### config.mk
export PLATFORM = sky130hd
export DESIGN_NAME = icc_top
export DESIGN_NICKNAME = d
export VERILOG_FILES = /design/src/hdl/icc_pkg.sv /design/src/hdl/icc_rate_gen.sv /design/src/hdl/icc_mode_ctl.sv /design/src/hdl/icc_top.sv
export SDC_FILE = /design/constraint.sdc
export NUM_CORES = 1
export LEC_CHECK = 0
export BUFFER_PORTS_ARGS = -buffer_cell sky130_fd_sc_hd__buf_2
export CELL_PAD_IN_SITES_DETAIL_PLACEMENT = 0
export CELL_PAD_IN_SITES_GLOBAL_PLACEMENT = 1
export CORE_ASPECT_RATIO = 2
export CORE_MARGIN = 10
export CORE_UTILIZATION = 40
export DETAILED_ROUTE_END_ITERATION = 16
export PLACE_DENSITY = 0.74
export SLEW_MARGIN = 20
export SYNTH_ARGS = -nofsm -noshare
export SYNTH_HDL_FRONTEND = slang
export SYNTH_HIERARCHICAL = 1
export SYNTH_SLANG_ARGS = --single-unit
### constraint.sdc
create_clock -name CLOCK_I -period 3.9 [get_ports CLOCK_I]
set_input_delay 0.39 -clock CLOCK_I [delete_from_list [all_inputs] [get_ports CLOCK_I]]
set_output_delay 0.39 -clock CLOCK_I [all_outputs]
set_load 0.02 [all_outputs]
### src/hdl/icc_pkg.sv
`default_nettype none
// ----------------------------------------------------------------
// Register map, field positions and rate table
// ----------------------------------------------------------------
package icc_pkg;

  localparam logic [7:0] ICC_ADR_CTRL = 8'h00;
  localparam logic [7:0] ICC_ADR_MODE = 8'h04;
  localparam logic [7:0] ICC_ADR_DATA = 8'h08;
  localparam logic [7:0] ICC_ADR_SCTL = 8'h0C;
  localparam logic [7:0] ICC_ADR_STAT = 8'h10;
  localparam logic [7:0] ICC_ADR_MASK = 8'h14;

  localparam int ICC_B_ON = 7;
  localparam int ICC_B_IRQEN = 6;
  localparam int ICC_B_MS = 5;
  localparam int ICC_B_TX = 4;
  localparam int ICC_B_FLAG = 1;
  localparam int ICC_B_EXT = 0;
  localparam int ICC_CKS_HI = 5;
  localparam int ICC_CKS_LO = 3;

  localparam int ICC_ST_NINTH = 0;
  localparam int ICC_ST_ARB = 1;
  localparam int ICC_ST_HW = 2;
  localparam int ICC_ST_W = 3;

  localparam logic [7:0] ICC_REG_RST = 8'h00;
  localparam logic [3:0] ICC_CNT_ZERO = 4'h0;
  localparam logic [3:0] ICC_NINTH = 4'h8;
  localparam logic [3:0] ICC_FRAME_CLKS = 4'h9;

  typedef enum logic [1:0] {
    ICC_SLV_RX,
    ICC_SLV_TX,
    ICC_MST_RX,
    ICC_MST_TX
  } icc_mode_type;

  typedef enum logic {
    ICC_FR_IDLE,
    ICC_FR_RUN
  } icc_frame_type;

  // System clocks per serial clock period.
  function automatic logic [8:0] icc_divisor(input logic ext,
                                             input logic [2:0] sel);
    logic [8:0] d;
    d = 9'h01C;
    case ({ext, sel})
      4'h0: d = 9'h01C;
      4'h1: d = 9'h028;
      4'h2: d = 9'h030;
      4'h3: d = 9'h040;
      4'h4: d = 9'h050;
      4'h5: d = 9'h064;
      4'h6: d = 9'h070;
      4'h7: d = 9'h080;
      4'h8: d = 9'h038;
      4'h9: d = 9'h050;
      4'hA: d = 9'h060;
      4'hB: d = 9'h080;
      4'hC: d = 9'h0A0;
      4'hD: d = 9'h0C8;
      4'hE: d = 9'h0E0;
      4'hF: d = 9'h100;
      default: d = 9'h01C;
    endcase
    return d;
  endfunction

endpackage
`default_nettype wire

### src/hdl/icc_rate_gen.sv
`timescale 1ns/10ps
`default_nettype none
module icc_rate_gen (
  input wire logic clk_i,
  input wire logic rstn_i,
  input wire logic ce_i,
  input wire logic run_i,
  input wire logic ext_i,
  input wire logic [2:0] sel_i,
  output logic scl_low_o,
  output logic rise_o,
  output logic fall_o
);
  import icc_pkg::*;

  logic [8:0] div;
  logic [7:0] div_m1, half, cnt, next_cnt;
  logic next_low, next_rise, next_fall;
  logic [8:0] gap;
  logic seen;
  logic [8:0] div_q;

  assign div = icc_divisor(ext_i, sel_i);
  assign div_m1 = div[7:0] - 8'h01;
  assign half = div[8:1];

  // The low phase takes half the period, the high phase the rest.
  always_comb begin
    next_cnt = 8'h00;
    next_low = 1'h0;
    next_rise = 1'h0;
    next_fall = 1'h0;
    if (run_i) begin
      next_cnt = (cnt == div_m1) ? 8'h00 : cnt + 8'h01;
      next_low = next_cnt < half;
      next_rise = next_cnt == half;
      next_fall = cnt == div_m1;
    end
  end

  always_ff @(posedge clk_i) begin
    if (!rstn_i) begin
      cnt <= 8'h00;
      scl_low_o <= 1'h0;
      rise_o <= 1'h0;
      fall_o <= 1'h0;
    end else if (ce_i) begin
      cnt <= next_cnt;
      scl_low_o <= next_low;
      rise_o <= next_rise;
      fall_o <= next_fall;
    end
  end

  // Cycles between rising edges, for checking only.
  always_ff @(posedge clk_i) begin
    if (!rstn_i) begin
      gap <= 9'h000;
      seen <= 1'h0;
      div_q <= 9'h000;
    end else if (ce_i) begin
      div_q <= div;
      gap <= rise_o ? 9'h001 : gap + 9'h001;
      if (!run_i || div != div_q)
        seen <= 1'h0;
      else if (rise_o)
        seen <= 1'h1;
    end
  end
endmodule
`default_nettype wire

### src/hdl/icc_mode_ctl.sv
`timescale 1ns/10ps
`default_nettype none
module icc_mode_ctl (
  input wire logic clk_i,
  input wire logic rstn_i,
  input wire logic ce_i,
  input wire logic wr_i,
  input wire logic ms_i,
  input wire logic tx_i,
  input wire logic rd_i,
  input wire logic arb_lost_i,
  input wire logic addr_rw_i,
  input wire logic rw_bit_i,
  input wire logic busy_i,
  output logic master_o,
  output logic tx_o,
  output logic hw_chg_o
);
  import icc_pkg::*;

  logic locked, pend, pend_tx;
  logic next_master, next_tx, next_locked, next_pend, next_pend_tx;
  logic chg;

  always_comb begin
    next_master = master_o;
    next_tx = tx_o;
    next_locked = locked;
    next_pend = pend;
    next_pend_tx = pend_tx;
    chg = 1'h0;
    if (pend && !busy_i) begin
      next_tx = pend_tx;
      next_pend = 1'h0;
    end
    // A bit changed by hardware stays put until software has read it.
    if (wr_i && !locked) begin
      next_master = ms_i;
      if (busy_i && tx_i != tx_o) begin
        next_pend = 1'h1;
        next_pend_tx = tx_i;
      end else begin
        next_tx = tx_i;
        next_pend = 1'h0;
      end
    end
    if (rd_i)
      next_locked = 1'h0;
    if (arb_lost_i && master_o) begin
      next_master = 1'h0;
      next_tx = 1'h0;
      next_pend = 1'h0;
      chg = 1'h1;
    end else if (addr_rw_i && !master_o && !tx_o) begin
      next_tx = rw_bit_i;
      chg = rw_bit_i;
    end
    if (chg)
      next_locked = 1'h1;
  end

  always_ff @(posedge clk_i) begin
    if (!rstn_i) begin
      master_o <= 1'h0;
      tx_o <= 1'h0;
      locked <= 1'h0;
      pend <= 1'h0;
      pend_tx <= 1'h0;
      hw_chg_o <= 1'h0;
    end else if (ce_i) begin
      master_o <= next_master;
      tx_o <= next_tx;
      locked <= next_locked;
      pend <= next_pend;
      pend_tx <= next_pend_tx;
      hw_chg_o <= chg;
    end
  end
endmodule
`default_nettype wire

### src/hdl/icc_top.sv
`timescale 1ns/10ps
`default_nettype none
// Behaviour
// - Without range extension, select codes give divisors 28 to 128.
// - With range extension, select codes give divisors 56 to 256.
// - Extension from serial control bit 0, select from mode bits 5..3.
// - Enabled interface is joined to the pins and may drive them.
// - Disabled interface halts, neither drives nor samples the pins.
// - Mode and data reachable when enabled, slave addresses otherwise.
// - Interrupt request raised from the flag only while allowed.
// - Master and transmit bits decode into four operating modes.
// - Lost arbitration as master clears master and transmit bits.
// - In slave receive the first frame's direction bit sets transmit.
// - Bits changed by hardware accept rewrites only after a read.
// - Transmit change during a frame waits until frame and ack end.
// - Master frame sets the interrupt flag at the ninth rising clock.
module icc_top (
  input wire logic CLOCK_I,
  input wire logic RSTN_I,
  input wire logic CE_I,
  input wire logic WB_CYC_I,
  input wire logic WB_STB_I,
  input wire logic WB_WE_I,
  input wire logic [7:0] WB_ADR_I,
  input wire logic [3:0] WB_SEL_I,
  input wire logic [31:0] WB_DAT_I,
  output logic [31:0] WB_DAT_O,
  output logic WB_ACK_O,
  output logic IRQ_O,
  input wire logic SCL_I,
  output logic SCL_O,
  output logic SCL_OE_O,
  input wire logic SDA_I,
  output logic SDA_O,
  output logic SDA_OE_O,
  output logic SCL_IN_O,
  output logic SDA_IN_O,
  input wire logic SDA_LOW_I,
  input wire logic FRAME_START_I,
  input wire logic SLV_BUSY_I,
  input wire logic ARB_LOST_I,
  input wire logic ADDR_RW_I,
  input wire logic RW_BIT_I,
  output var icc_pkg::icc_mode_type MODE_O
);
  import icc_pkg::*;

  // ----------------------------------------------------------------
  // Declarations
  // ----------------------------------------------------------------
  logic iface_on, irq_allow, irq_flag, ext;
  logic next_iface_on, next_irq_allow, next_irq_flag, next_ext;
  logic [7:0] mode_reg, data_reg, sa_reg, sax_reg;
  logic [7:0] next_mode_reg, next_data_reg, next_sa_reg, next_sax_reg;
  logic [ICC_ST_W-1:0] stat, mask, next_stat, next_mask, ev;
  logic next_ack;
  logic [31:0] next_rdata;
  logic req, take, wr, wr_ctl, rd_ctl;
  logic [7:0] word_adr, ctrl_byte, d;
  logic master_sel, tx_sel, hw_chg, busy;
  logic scl_low, rise, fall, ninth, frame_end, arb_ev;
  logic [2:0] clk_sel;
  icc_frame_type fr, next_fr;
  logic [3:0] bit_cnt, next_bit_cnt;
  logic next_irq, next_scl_oe, next_sda_oe, next_scl_in, next_sda_in;
  icc_mode_type next_mode;

  // ----------------------------------------------------------------
  // Register bus
  // ----------------------------------------------------------------
  // Answer one cycle after the request; the write lands at the edge
  // where the master sees the acknowledge.
  assign req = WB_CYC_I && WB_STB_I;
  assign take = req && WB_ACK_O;
  assign wr = take && WB_WE_I && WB_SEL_I[0];
  assign word_adr = {WB_ADR_I[7:2], 2'h0};
  assign d = WB_DAT_I[7:0];
  assign wr_ctl = wr && word_adr == ICC_ADR_CTRL;
  assign rd_ctl = take && !WB_WE_I && word_adr == ICC_ADR_CTRL;
  assign ctrl_byte = {iface_on, irq_allow, master_sel, tx_sel,
                      2'h0, irq_flag, 1'h0};

  // Hardware events; each one sets a sticky status bit.
  assign arb_ev = ARB_LOST_I && master_sel && iface_on;
  assign ev = {hw_chg, arb_ev, ninth};

  always_comb begin
    next_ack = req && !WB_ACK_O;
    next_rdata = 32'h0000_0000;
    next_iface_on = iface_on;
    next_irq_allow = irq_allow;
    next_irq_flag = irq_flag;
    next_ext = ext;
    next_mode_reg = mode_reg;
    next_data_reg = data_reg;
    next_sa_reg = sa_reg;
    next_sax_reg = sax_reg;
    next_stat = stat;
    next_mask = mask;
    if (req && !WB_ACK_O && !WB_WE_I) begin
      case (word_adr)
        ICC_ADR_CTRL: next_rdata[7:0] = ctrl_byte;
        ICC_ADR_MODE: next_rdata[7:0] = iface_on ? mode_reg : sa_reg;
        ICC_ADR_DATA: next_rdata[7:0] = iface_on ? data_reg : sax_reg;
        ICC_ADR_SCTL: next_rdata[ICC_B_EXT] = ext;
        ICC_ADR_STAT: next_rdata[ICC_ST_W-1:0] = stat;
        ICC_ADR_MASK: next_rdata[ICC_ST_W-1:0] = mask;
        default: next_rdata = 32'h0000_0000;
      endcase
    end
    if (wr) begin
      case (word_adr)
        ICC_ADR_CTRL: begin
          next_iface_on = d[ICC_B_ON];
          next_irq_allow = d[ICC_B_IRQEN];
          // The flag is cleared by writing zero; a one leaves it.
          if (!d[ICC_B_FLAG])
            next_irq_flag = 1'h0;
        end
        ICC_ADR_MODE: begin
          if (iface_on)
            next_mode_reg = d;
          else
            next_sa_reg = d;
        end
        ICC_ADR_DATA: begin
          if (iface_on)
            next_data_reg = d;
          else
            next_sax_reg = d;
        end
        ICC_ADR_SCTL: next_ext = d[ICC_B_EXT];
        ICC_ADR_STAT: next_stat = stat & ~WB_DAT_I[ICC_ST_W-1:0];
        ICC_ADR_MASK: next_mask = WB_DAT_I[ICC_ST_W-1:0];
        default: next_stat = stat;
      endcase
    end
    // Events win over a clear in the same cycle.
    next_stat = next_stat | ev;
    if (ninth)
      next_irq_flag = 1'h1;
  end

  always_ff @(posedge CLOCK_I) begin
    if (!RSTN_I) begin
      WB_ACK_O <= 1'h0;
      WB_DAT_O <= 32'h0000_0000;
      iface_on <= 1'h0;
      irq_allow <= 1'h0;
      irq_flag <= 1'h0;
      ext <= 1'h0;
      mode_reg <= ICC_REG_RST;
      data_reg <= ICC_REG_RST;
      sa_reg <= ICC_REG_RST;
      sax_reg <= ICC_REG_RST;
      stat <= '0;
      mask <= '0;
    end else if (CE_I) begin
      WB_ACK_O <= next_ack;
      WB_DAT_O <= next_rdata;
      iface_on <= next_iface_on;
      irq_allow <= next_irq_allow;
      irq_flag <= next_irq_flag;
      ext <= next_ext;
      mode_reg <= next_mode_reg;
      data_reg <= next_data_reg;
      sa_reg <= next_sa_reg;
      sax_reg <= next_sax_reg;
      stat <= next_stat;
      mask <= next_mask;
    end
  end

  // ----------------------------------------------------------------
  // Mode bits and serial clock
  // ----------------------------------------------------------------
  // Slave events are ignored while the interface is switched off.
  icc_mode_ctl u_mode (
    .clk_i(CLOCK_I),
    .rstn_i(RSTN_I),
    .ce_i(CE_I),
    .wr_i(wr_ctl),
    .ms_i(d[ICC_B_MS]),
    .tx_i(d[ICC_B_TX]),
    .rd_i(rd_ctl),
    .arb_lost_i(arb_ev),
    .addr_rw_i(ADDR_RW_I && iface_on),
    .rw_bit_i(RW_BIT_I),
    .busy_i(busy),
    .master_o(master_sel),
    .tx_o(tx_sel),
    .hw_chg_o(hw_chg)
  );

  assign clk_sel = mode_reg[ICC_CKS_HI:ICC_CKS_LO];

  icc_rate_gen u_rate (
    .clk_i(CLOCK_I),
    .rstn_i(RSTN_I),
    .ce_i(CE_I),
    .run_i(fr == ICC_FR_RUN),
    .ext_i(ext),
    .sel_i(clk_sel),
    .scl_low_o(scl_low),
    .rise_o(rise),
    .fall_o(fall)
  );

  // ----------------------------------------------------------------
  // Master frame sequencing
  // ----------------------------------------------------------------
  // A frame is eight data clocks and one acknowledge clock; it ends
  // on the falling edge after the ninth clock, so the acknowledge
  // bit counts as part of the frame for deferred mode changes.
  assign ninth = (fr == ICC_FR_RUN) && rise && bit_cnt == ICC_NINTH;
  assign frame_end = fall && bit_cnt == ICC_FRAME_CLKS;
  assign busy = (fr == ICC_FR_RUN) || SLV_BUSY_I;

  always_comb begin
    next_fr = fr;
    next_bit_cnt = bit_cnt;
    unique case (fr)
      ICC_FR_IDLE: begin
        if (FRAME_START_I && iface_on && master_sel) begin
          next_fr = ICC_FR_RUN;
          next_bit_cnt = ICC_CNT_ZERO;
        end
      end
      ICC_FR_RUN: begin
        if (rise)
          next_bit_cnt = bit_cnt + 4'h1;
        if (frame_end || !iface_on || arb_ev)
          next_fr = ICC_FR_IDLE;
      end
    endcase
  end

  always_ff @(posedge CLOCK_I) begin
    if (!RSTN_I) begin
      fr <= ICC_FR_IDLE;
      bit_cnt <= ICC_CNT_ZERO;
    end else if (CE_I) begin
      fr <= next_fr;
      bit_cnt <= next_bit_cnt;
    end
  end

  // ----------------------------------------------------------------
  // Pins, interrupt and mode outputs
  // ----------------------------------------------------------------
  // Both lines are open drain: only a low level is ever driven.
  always_comb begin
    next_scl_oe = iface_on && fr == ICC_FR_RUN && scl_low;
    next_sda_oe = iface_on && SDA_LOW_I;
    next_scl_in = iface_on ? SCL_I : 1'h1;
    next_sda_in = iface_on ? SDA_I : 1'h1;
    next_irq = (irq_flag && irq_allow) || |(stat & mask);
    next_mode = icc_mode_type'({master_sel, tx_sel});
  end

  always_ff @(posedge CLOCK_I) begin
    if (!RSTN_I) begin
      SCL_O <= 1'h0;
      SDA_O <= 1'h0;
      SCL_OE_O <= 1'h0;
      SDA_OE_O <= 1'h0;
      SCL_IN_O <= 1'h1;
      SDA_IN_O <= 1'h1;
      IRQ_O <= 1'h0;
      MODE_O <= ICC_SLV_RX;
    end else if (CE_I) begin
      SCL_O <= 1'h0;
      SDA_O <= 1'h0;
      SCL_OE_O <= next_scl_oe;
      SDA_OE_O <= next_sda_oe;
      SCL_IN_O <= next_scl_in;
      SDA_IN_O <= next_sda_in;
      IRQ_O <= next_irq;
      MODE_O <= next_mode;
    end
  end
endmodule
`default_nettype wire

==> After elaboration in Yosys (flattened, before gate mapping) <==
Memory sizes are Yosys's and may differ from the RTL's.
Cells that the tools add are included.
{ "word_totals": {"word_cells": 152, "input_bits": 58, "mem_count": 1, "register_bits": 104, "romBits": 112} }
{ "classes": {"n_eq_ne": 13, "n_bitwise": 6, "n_reduce_logical": 58, "n_addsub": 3, "muxes": 40, "magnitude_cmp": 1} }
{ "memory_table": {"columns": ["memory", "depth", "width", "rd", "rd_ports_with_merged_regs", "wr", "line_no", "text"], "rows": [
  ["(name not given)", 16, 7, 1, 0, 0, "icc_pkg.sv:50", "case ({ext, sel})"]
]} }
{ "ops": {"columns": ["cell", "count"], "rows": [
  ["$mux 8", 5],
  ["$logic_and 1x1->1", 27],
  ["$mux 1", 26],
  ["$reduce_and 4->1", 5],
  ["$eq 8x8->1", 2],
  ["$pmux 5 s3", 1],
  ["$reduce_and 3->1", 5],
  ["$eq 6x2->1 const B", 2],
  ["$eq 6x3->1 const B", 2],
  ["$pmux 2 s5", 1],
  ["$add 8x1->8 const B", 1],
  ["$eq 4x4->1 const B", 2],
  ["$logic_not 8->1", 1],
  ["$lt 8x8->1", 1],
  ["$mux 4", 2],
  ["$pmux 4 s2", 1],
  ["$reduce_bool 2->1", 4],
  ["$sub 8x1->8 const B", 1],
  ["$logic_not 1->1", 7],
  ["$and 3x3->3", 2],
  ["$eq 6x1->1 const B", 1],
  ["$mux 3", 2],
  ["$reduce_and 2->1", 3],
  ["$pmux 1 s5", 1],
  ["other kinds (11)", 16]
]} }

==> Longest topological paths before layout <==
Gate-level depths: netlist of run 1.
{ "depth": {"ltp_word": 9, "ltp_mapped": 19, "ltp_nobuf": 18} }

==> Hierarchy <==
Netlist of run 1, hierarchy kept.
{ "modules_own_cells": {"columns": ["mod", "instances", "cells_each", "area_each_um2", "seq_area_each_um2"], "rows": [
  ["icc_top", 1, 357, 3221.8, 1261.2],
  ["icc_rate_gen", 1, 183, 1378.8, 220.2],
  ["icc_mode_ctl", 1, 41, 337.8, 120.1]
]} }

==> Worst setup path before layout of run 1 <==
Ideal clock, no wire load.
{ "synth_timing": {"kind": "register to register", "startpoint": "reg mode_reg[4]", "endpoint": "reg u_rate.rise_o", "slack_ps": 555, "stages_incl_launch_ff": 19, "arrival_time_ps": 3287, "required_time_ps": 3843, "synth_period_minus_slack_ps": 3345, "n_path_buf": 1, "setup_time_ps": 57, "path_cell_list": "dfxtp_1 > inv_1 > ha_1 > nand2_1 > o21ai_0 > a21oi_1 > ha_1 > nand2_1 > o31ai_1 > and2_1 > nand4bb_1 > buf_4 > a21oi_4 > nor2_1 > ha_1 > nand4_1 > nor4_1 > a32oi_1 > a21bo_1"} }
{ "synth_via": {"elab_chain_cells": 6} }
{ "synth_lines": {"columns": ["item", "line_no", "text"], "rows": [
  ["start, declared", "icc_top.sv:53", "logic [7:0] mode_reg, data_reg, sa_reg, sax_reg;"],
  ["start signal, assigned", "icc_top.sv:165", "mode_reg <= next_mode_reg;"],
  ["$mem_v2 16x7 (*)", null, null],
  ["$sub 8x1->8", "icc_rate_gen.sv:24", "assign div_m1 = div[7:0] - 8'h01;"],
  ["$eq 8x8->1", "icc_rate_gen.sv:34", "next_cnt = (cnt == div_m1) ? 8'h00 : cnt + 8'h01;"],
  ["$mux 8", "icc_rate_gen.sv:34", null],
  ["$eq 8x8->1 (*)", "icc_rate_gen.sv:36", "next_rise = next_cnt == half;"],
  ["$mux 1 (*)", "icc_rate_gen.sv:33", "if (run_i) begin"],
  ["end signal, assigned", "icc_rate_gen.sv:50", "rise_o <= next_rise;"],
  ["end, declared", "icc_rate_gen.sv:11", "output logic rise_o,"]
]} }
Every way passes the cells marked *; elsewhere a longest branch is shown, timed or not.
A chain may end at the register's enable or synchronous reset.

==> Worst setup path after layout of run 1 <==
{ "layout_timing": {"startpoint": "reg mode_reg[3]", "endpoint": "reg u_rate.rise_o"} }
Same word-level chain as after synthesis.

==> results of run 1 <==
final cells by class:
type / count / area (µm²) / share of cell area, %
Clock buffer: 10 / 239 / 4.33
Clock inverter: 6 / 92.6 / 1.68
Inverter: 22 / 82.6 / 1.50
Multi-Input combinational cell: 446 / 3010 / 54.5
Sequential cell: 80 / 1600 / 29.0
Tap cell: 147 / 184 / 3.33
Timing Repair Buffer: 56 / 310 / 5.62
per-stage QoR:
step | worst slack, ns | total power [mW] | cells | instance area, µm²
global route | 0.00743 | 1.93 | 767 | 5520
finish | 0.279 | 1.88 | 767 | 5520
global placement | 0.301 | 0.951 | 751 | 5180
detailed placement | 0.284 | 0.952 | 751 | 5180
CTS | 0.248 | 1.89 | 767 | 5510
floorplan | 0.556 | 0.933 | 606 | 5030
power breakdown:
part | leakage [nW] | internal, mW | switching (mW)
Sequential | 0.645 | 0.819 | 0.00154
Combinational | 1.46 | 0.0262 | 0.0893
Clock | 0.155 | 0.580 | 0.360
repair_timing:
action	in CTS	in global routing
gates resized for setup	0	1
endpoints found under the setup margin	0	1
hold endpoints to repair	0	0
worst paths after layout:
kind	cells after the start	startpoint	endpoint	slack, ns
worst max register to register	16	mode_reg[3]	u_rate/rise_o	0.28
worst max-delay path	16	mode_reg[3]	u_rate/rise_o	0.28
worst min-delay path	3	SCL_I	SCL_IN_O	0.26
worst min register to register	2	sa_reg[4]	sa_reg[4]	0.46
routing by layer:
metal	up-vias	wire length [µm]	global-route usage [%]	share of wire, %
li1	2080	-	-	-
met5	-	0	0	0
met1	2038	5010	14.6	36
met3	35	508	3.75	3.6
met4	0	510	8.46	3.6
met2	95	8050	31.6	57
placed cells by master, fill, tap and decap left out, drive strengths merged, types with 9 or more instances in the layout:
cell type / netlist / routed
conb: 1 / 26
inv: 22 / 22
mux2i: 58 / 58
ha: 16 / 16
o22ai: 14 / 14
dfxtp: 80 / 80
buf: 38 / 56
nor2b: 9 / 9
nor2: 32 / 32
nand3: 23 / 23
nand4: 11 / 11
clkbuf: 20 / 10
a211oi: 9 / 9
o21ai: 22 / 22
a21oi: 31 / 31
nand2: 86 / 86
worst max-delay path: stages, from the launching register on:
cell and delay (ns):
dfxtp_1 0.31, buf_4 0.15, ha_1 0.22, mux2i_1 0.25, or2_2 0.17, ha_1 0.21, nand2_1 0.09, or4_4 0.44
a22oi_4 0.20, nand2_4 0.09, a21oi_4 0.26, nor2_1 0.10, ha_1 0.30, nand4_1 0.15, nor4_2 0.33, a32oi_1 0.08
a21bo_1 0.20
cells by family (layout without fill, tap and decap cells):
group           count (synthesis)  count (layout)  synth area share [%]
simple gates                  210             210                  22.8
compound gates                121             121                  17.2
flops                          80              80                  32.4
buf+inv                        80              94                  8.69
mux                            60              60                  12.2
fa+ha+maj                      16              16                  4.05
xor+xnor                       13              13                  2.61
other cells                     1              26                0.0759
==> results.yml, run 1 <==
outcome:
  status: "finished, final reports clean"
timing:
  final-max-slew-violation-count: 0
  relSlewSlack_pct: 33.6
  timing_hold_violations_final: 0
  maxClockFrequency_mhz: 276
  skew_ns: 0.00833
  grt_setup_unrepaired: "false"
  hold-worst-slack_ns: 0.264
  min_period_over_period_pct: 92.8
  totalNegativeSetupSlack_ns: 0
  max_slew.worst_pin.slew_ns: 0.995
  setup_viol_count_final: 0
  fin_crit_ns: 3.62
yosys:
  synthCells: 581
  syn_area_per_cell_um2: 8.50
  async_flop_share_pct: 0
  post-synth-top-area-cell: "dfxtp_1"
  leading_post_synthesis_cells_by_instance_count: "nand2_1 (84), dfxtp_1 (80), mux2i_1 (58), nor2_1 (32)"
  synth_top_cells_by_area: "dfxtp_1 (32%), mux2i_1 (12%), nand2_1 (6.4%), buf_4 (4.3%), ha_1 (4.1%)"
  most_common_cell_in_the_synthesized_netlist: "nand2_1"
  yosys_warning_count: 6
  seq_area_frac_synth_pct: 32.4
  postSynthRegisterBits: 80
  synthDistinctLibCells: 76
  synthesis.area_um2: 4940
  synth_top_flop_cell: "dfxtp_1"
  synth_edf_count: 0
  synth_top_cell_area_share_pct: 32.4
clocking:
  max-clock-path-buffers: 2
  cts.repair_timing.setup_buffer_count: 0
  tritoncts_num_sinks: 80
  clk_transition_reported_paths_ns: 0.07
  ctsRootBufferMaster: "clkbuf_16"
  clk-insertion-delay-late_ns: 0.34
  cts-hold-fix-buffers: 0
  cts_tree: "done"
  h_tree_lvls: 3
  cts_buffers: 9
critical_path:
  crit_path_end_kind: "flip-flop"
  crit_arrival_ns: 3.91
  critPathRequiredTime_ns: 4.19
  crit_type: "flip-flop to flip-flop"
  crit_path_max_fanout: 7
  crit_path_start_kind: "flip-flop"
route:
  drt_pass1_iterations: 5
  routed-via-count: 4248
  remaining_drc_errors: 0
  detail_route.wl_per_cell_um: 18.3
  antenna_violating_nets_post_route: 0
  route.final.wire_length_um: 14100
  vias_per_cell: 5.54
  first_iter_violations: 146
power_and_ir_drop:
  static-leakage-power_nw: 2.26
  cellPowerDensity_nw_per_um2: 340
  ir_drop_v: 0.000287
placement:
  portBuffers: 44
  gp_congestion: 0.863
  place_hpwl_um: 10700
global_route:
  grt_max_degree: 57
  number_of_global_route_vias_before_repair: 4410
  number_of_antenna_violations_at_the_first_check_in_global_routing: 0
  grt-ovfl-total: 0
  grt_util_all_layers_pct: 16.1
  grt_pass1_wl_um: 22600
flow_run:
  maxCapViolCount: 0
die:
  chipHeight_um: 177
  floorplan.core_area_um2: 12100
  floorplan.die_area_um2: 17500
  die_w_um: 98.6
  num_rows: 57
  ios: 100
  initial_core_util_pct: 40.7
hold_path:
  min-delay-path-class: "input pin to flip-flop"
layout:
  flow.area_growth_from_synthesis_pct: 11.7
  drive_above_1_share_pct: 16.3
  layout.nets: 689
  num_antenna_cells: 0
  final_core_util_pct: 45.5
  num-fill-cells: 1249
Note: power is estimated with default switching activity, not from simulation.
==> run 2, diff against run 1 <==
CTS_BUF_LIST = sky130_fd_sc_hd__clkbuf_8   (was unset)
==> results.yml, run 2 (synthesis results as in run 1) <==
outcome:
  status: "finished, final reports clean"
route:
  first_iter_violations: 193
  vias_per_cell: 5.53
  remaining_drc_errors: 0
  route.final.wire_length_um: 14100
  routed-via-count: 4244
  drt_pass1_iterations: 5
  detail_route.wl_per_cell_um: 18.4
  antenna_violating_nets_post_route: 0
die:
  floorplan.core_area_um2: 12100
  floorplan.die_area_um2: 17500
  ios: 100
  die_w_um: 98.6
  num_rows: 57
  initial_core_util_pct: 40.7
  chipHeight_um: 177
layout:
  finalNonFillerCells: 767
  area_taken_by_multi_input_logic_gates_um2: 3010
  final-seq-area_um2: 1600
  layout.nets: 689
  layout.cells.most_common: "nand2_1"
  drive_above_1_share_pct: 16.3
  flow.area_growth_from_synthesis_pct: 9.68
  num-fill-cells: 1272
  final_cell_mix: "nand2_1 (84), dfxtp_1 (80), mux2i_1 (58)"
  num_antenna_cells: 0
global_route:
  grt_pass1_wl_um: 22600
  number_of_global_route_vias_before_repair: 4411
  grt_util_all_layers_pct: 16.1
  grt-ovfl-total: 0
  grt_max_degree: 57
  number_of_antenna_violations_at_the_first_check_in_global_routing: 0
power_and_ir_drop:
  internal-power_mw: 1.22
  pwr-share-clk_pct: 43.4
  ir_drop_v: 0.000235
  sw_frac_of_total_pct: 25.9
  cellPowerDensity_nw_per_um2: 305
  static-leakage-power_nw: 2.21
  power_frac_comb_pct: 7.0
  power_switching_uw: 427
  p_seq_share_pct: 49.6
timing:
  relSlewSlack_pct: 34.0
  grt_setup_unrepaired: "false"
  final-max-slew-violation-count: 0
  min_period_over_period_pct: 93.2
  timing_hold_violations_final: 0
  fin_crit_ns: 3.63
  setup_viol_count_final: 0
  max_slew.worst_pin.slew_ns: 0.988
  skew_ns: 0.00961
  maxClockFrequency_mhz: 275
  totalNegativeSetupSlack_ns: 0
hold_path:
  min-delay-path-class: "input pin to flip-flop"
critical_path:
  crit_path_end_kind: "flip-flop"
  crit_type: "flip-flop to flip-flop"
  critPathRequiredTime_ns: 4.21
  crit_path_max_fanout: 7
  crit_path_start_kind: "flip-flop"
  crit_arrival_ns: 3.95
clocking:
  cts-hold-fix-buffers: 0
  clk_transition_reported_paths_ns: 0.08
  ctsRootBufferMaster: "clkbuf_8"
  cts.repair_timing.setup_buffer_count: 0
  cts_tree: "done"
  cts_resized: 0
  clk-insertion-delay-late_ns: 0.37
  max-clock-path-buffers: 2
  cts_buffers: 9
  h_tree_lvls: 3
  tritoncts_num_sinks: 80
placement:
  post-place-cells: 751
  portBuffers: 44
  place_hpwl_um: 10700
  gp_congestion: 0.863
flow_run:
  maxCapViolCount: 0
## run 2: cell types whose count changed in the layout (fill, tap and decap cells not counted)
cell | previous run | this run
clkbuf_16 | 9 | 0
clkbuf_8 | 1 | 10
## run 2: worst max-delay path, cell delays in order (launching register included)
cell	delay [ns]
dfxtp_1	0.31
buf_4	0.15
ha_1	0.23
mux2i_1	0.26
or2_2	0.18
ha_1	0.22
nand2_1	0.09
or4_4	0.44
a22oi_4	0.20
nand2_4	0.09
a21oi_4	0.25
nor2_1	0.10
ha_1	0.30
nand4_1	0.15
nor4_2	0.33
a32oi_1	0.08
a21bo_1	0.20
## run 2: layout make-up
| type | count | share of cell area, % |
|---|---|---|
| clock buffers | 10 | 2.54 |
| clock inverters | 6 | 1.71 |
| inverters | 22 | 1.52 |
| multi-input cells | 446 | 55.5 |
| flip-flops and latches | 80 | 29.6 |
| well taps | 147 | 3.40 |
| repair buffers | 56 | 5.73 |
## run 2: path summary, 6_finish.rpt
kind | startpoint | to | slack, ns | depth (start not counted)
hold reg to reg | sa_reg[1] | sa_reg[1] | 0.46 | 2
setup / recovery | mode_reg[3] | u_rate/rise_o | 0.27 | 16
setup reg to reg | mode_reg[3] | u_rate/rise_o | 0.27 | 16
hold / removal | WB_DAT_I[0] | stat[0] | 0.24 | 2
## run 2: power by group through the flow
stage	sequential [mW]	combinational [mW]	clock, mW
after floorplan	0.839	0.0937	0
after global placement	0.838	0.113	0
after detailed placement	0.839	0.114	0
after CTS	0.819	0.114	0.728
after global routing	0.820	0.126	0.759
final	0.819	0.116	0.716
## run 2: metal layers
metal	track usage, %	part of all wire [%]	vias to the layer above
met3	3.17	3.8	28
met2	32.1	58	99
met5	0	0	-
met4	8.34	3.0	0
met1	14.5	35	2037
li1	-	-	2080
## run 2: stage by stage
step / worst slack, ns / util [%] / power (mW) / hold WS, ns / instance area [µm²]
3_3_place_gp: 0.301 / 42.7 / 0.951 / 0.441 / 5180
4_1_cts: 0.243 / 44.6 / 1.66 / 0.221 / 5410
5_1_grt: 0.00629 / 44.7 / 1.71 / 0.229 / 5420
2_1_floorplan: 0.556 / - / 0.933 / 0.432 / 5030
3_5_place_dp: 0.284 / 42.7 / 0.952 / 0.448 / 5180
6_report: 0.266 / 44.7 / 1.65 / 0.238 / 5420
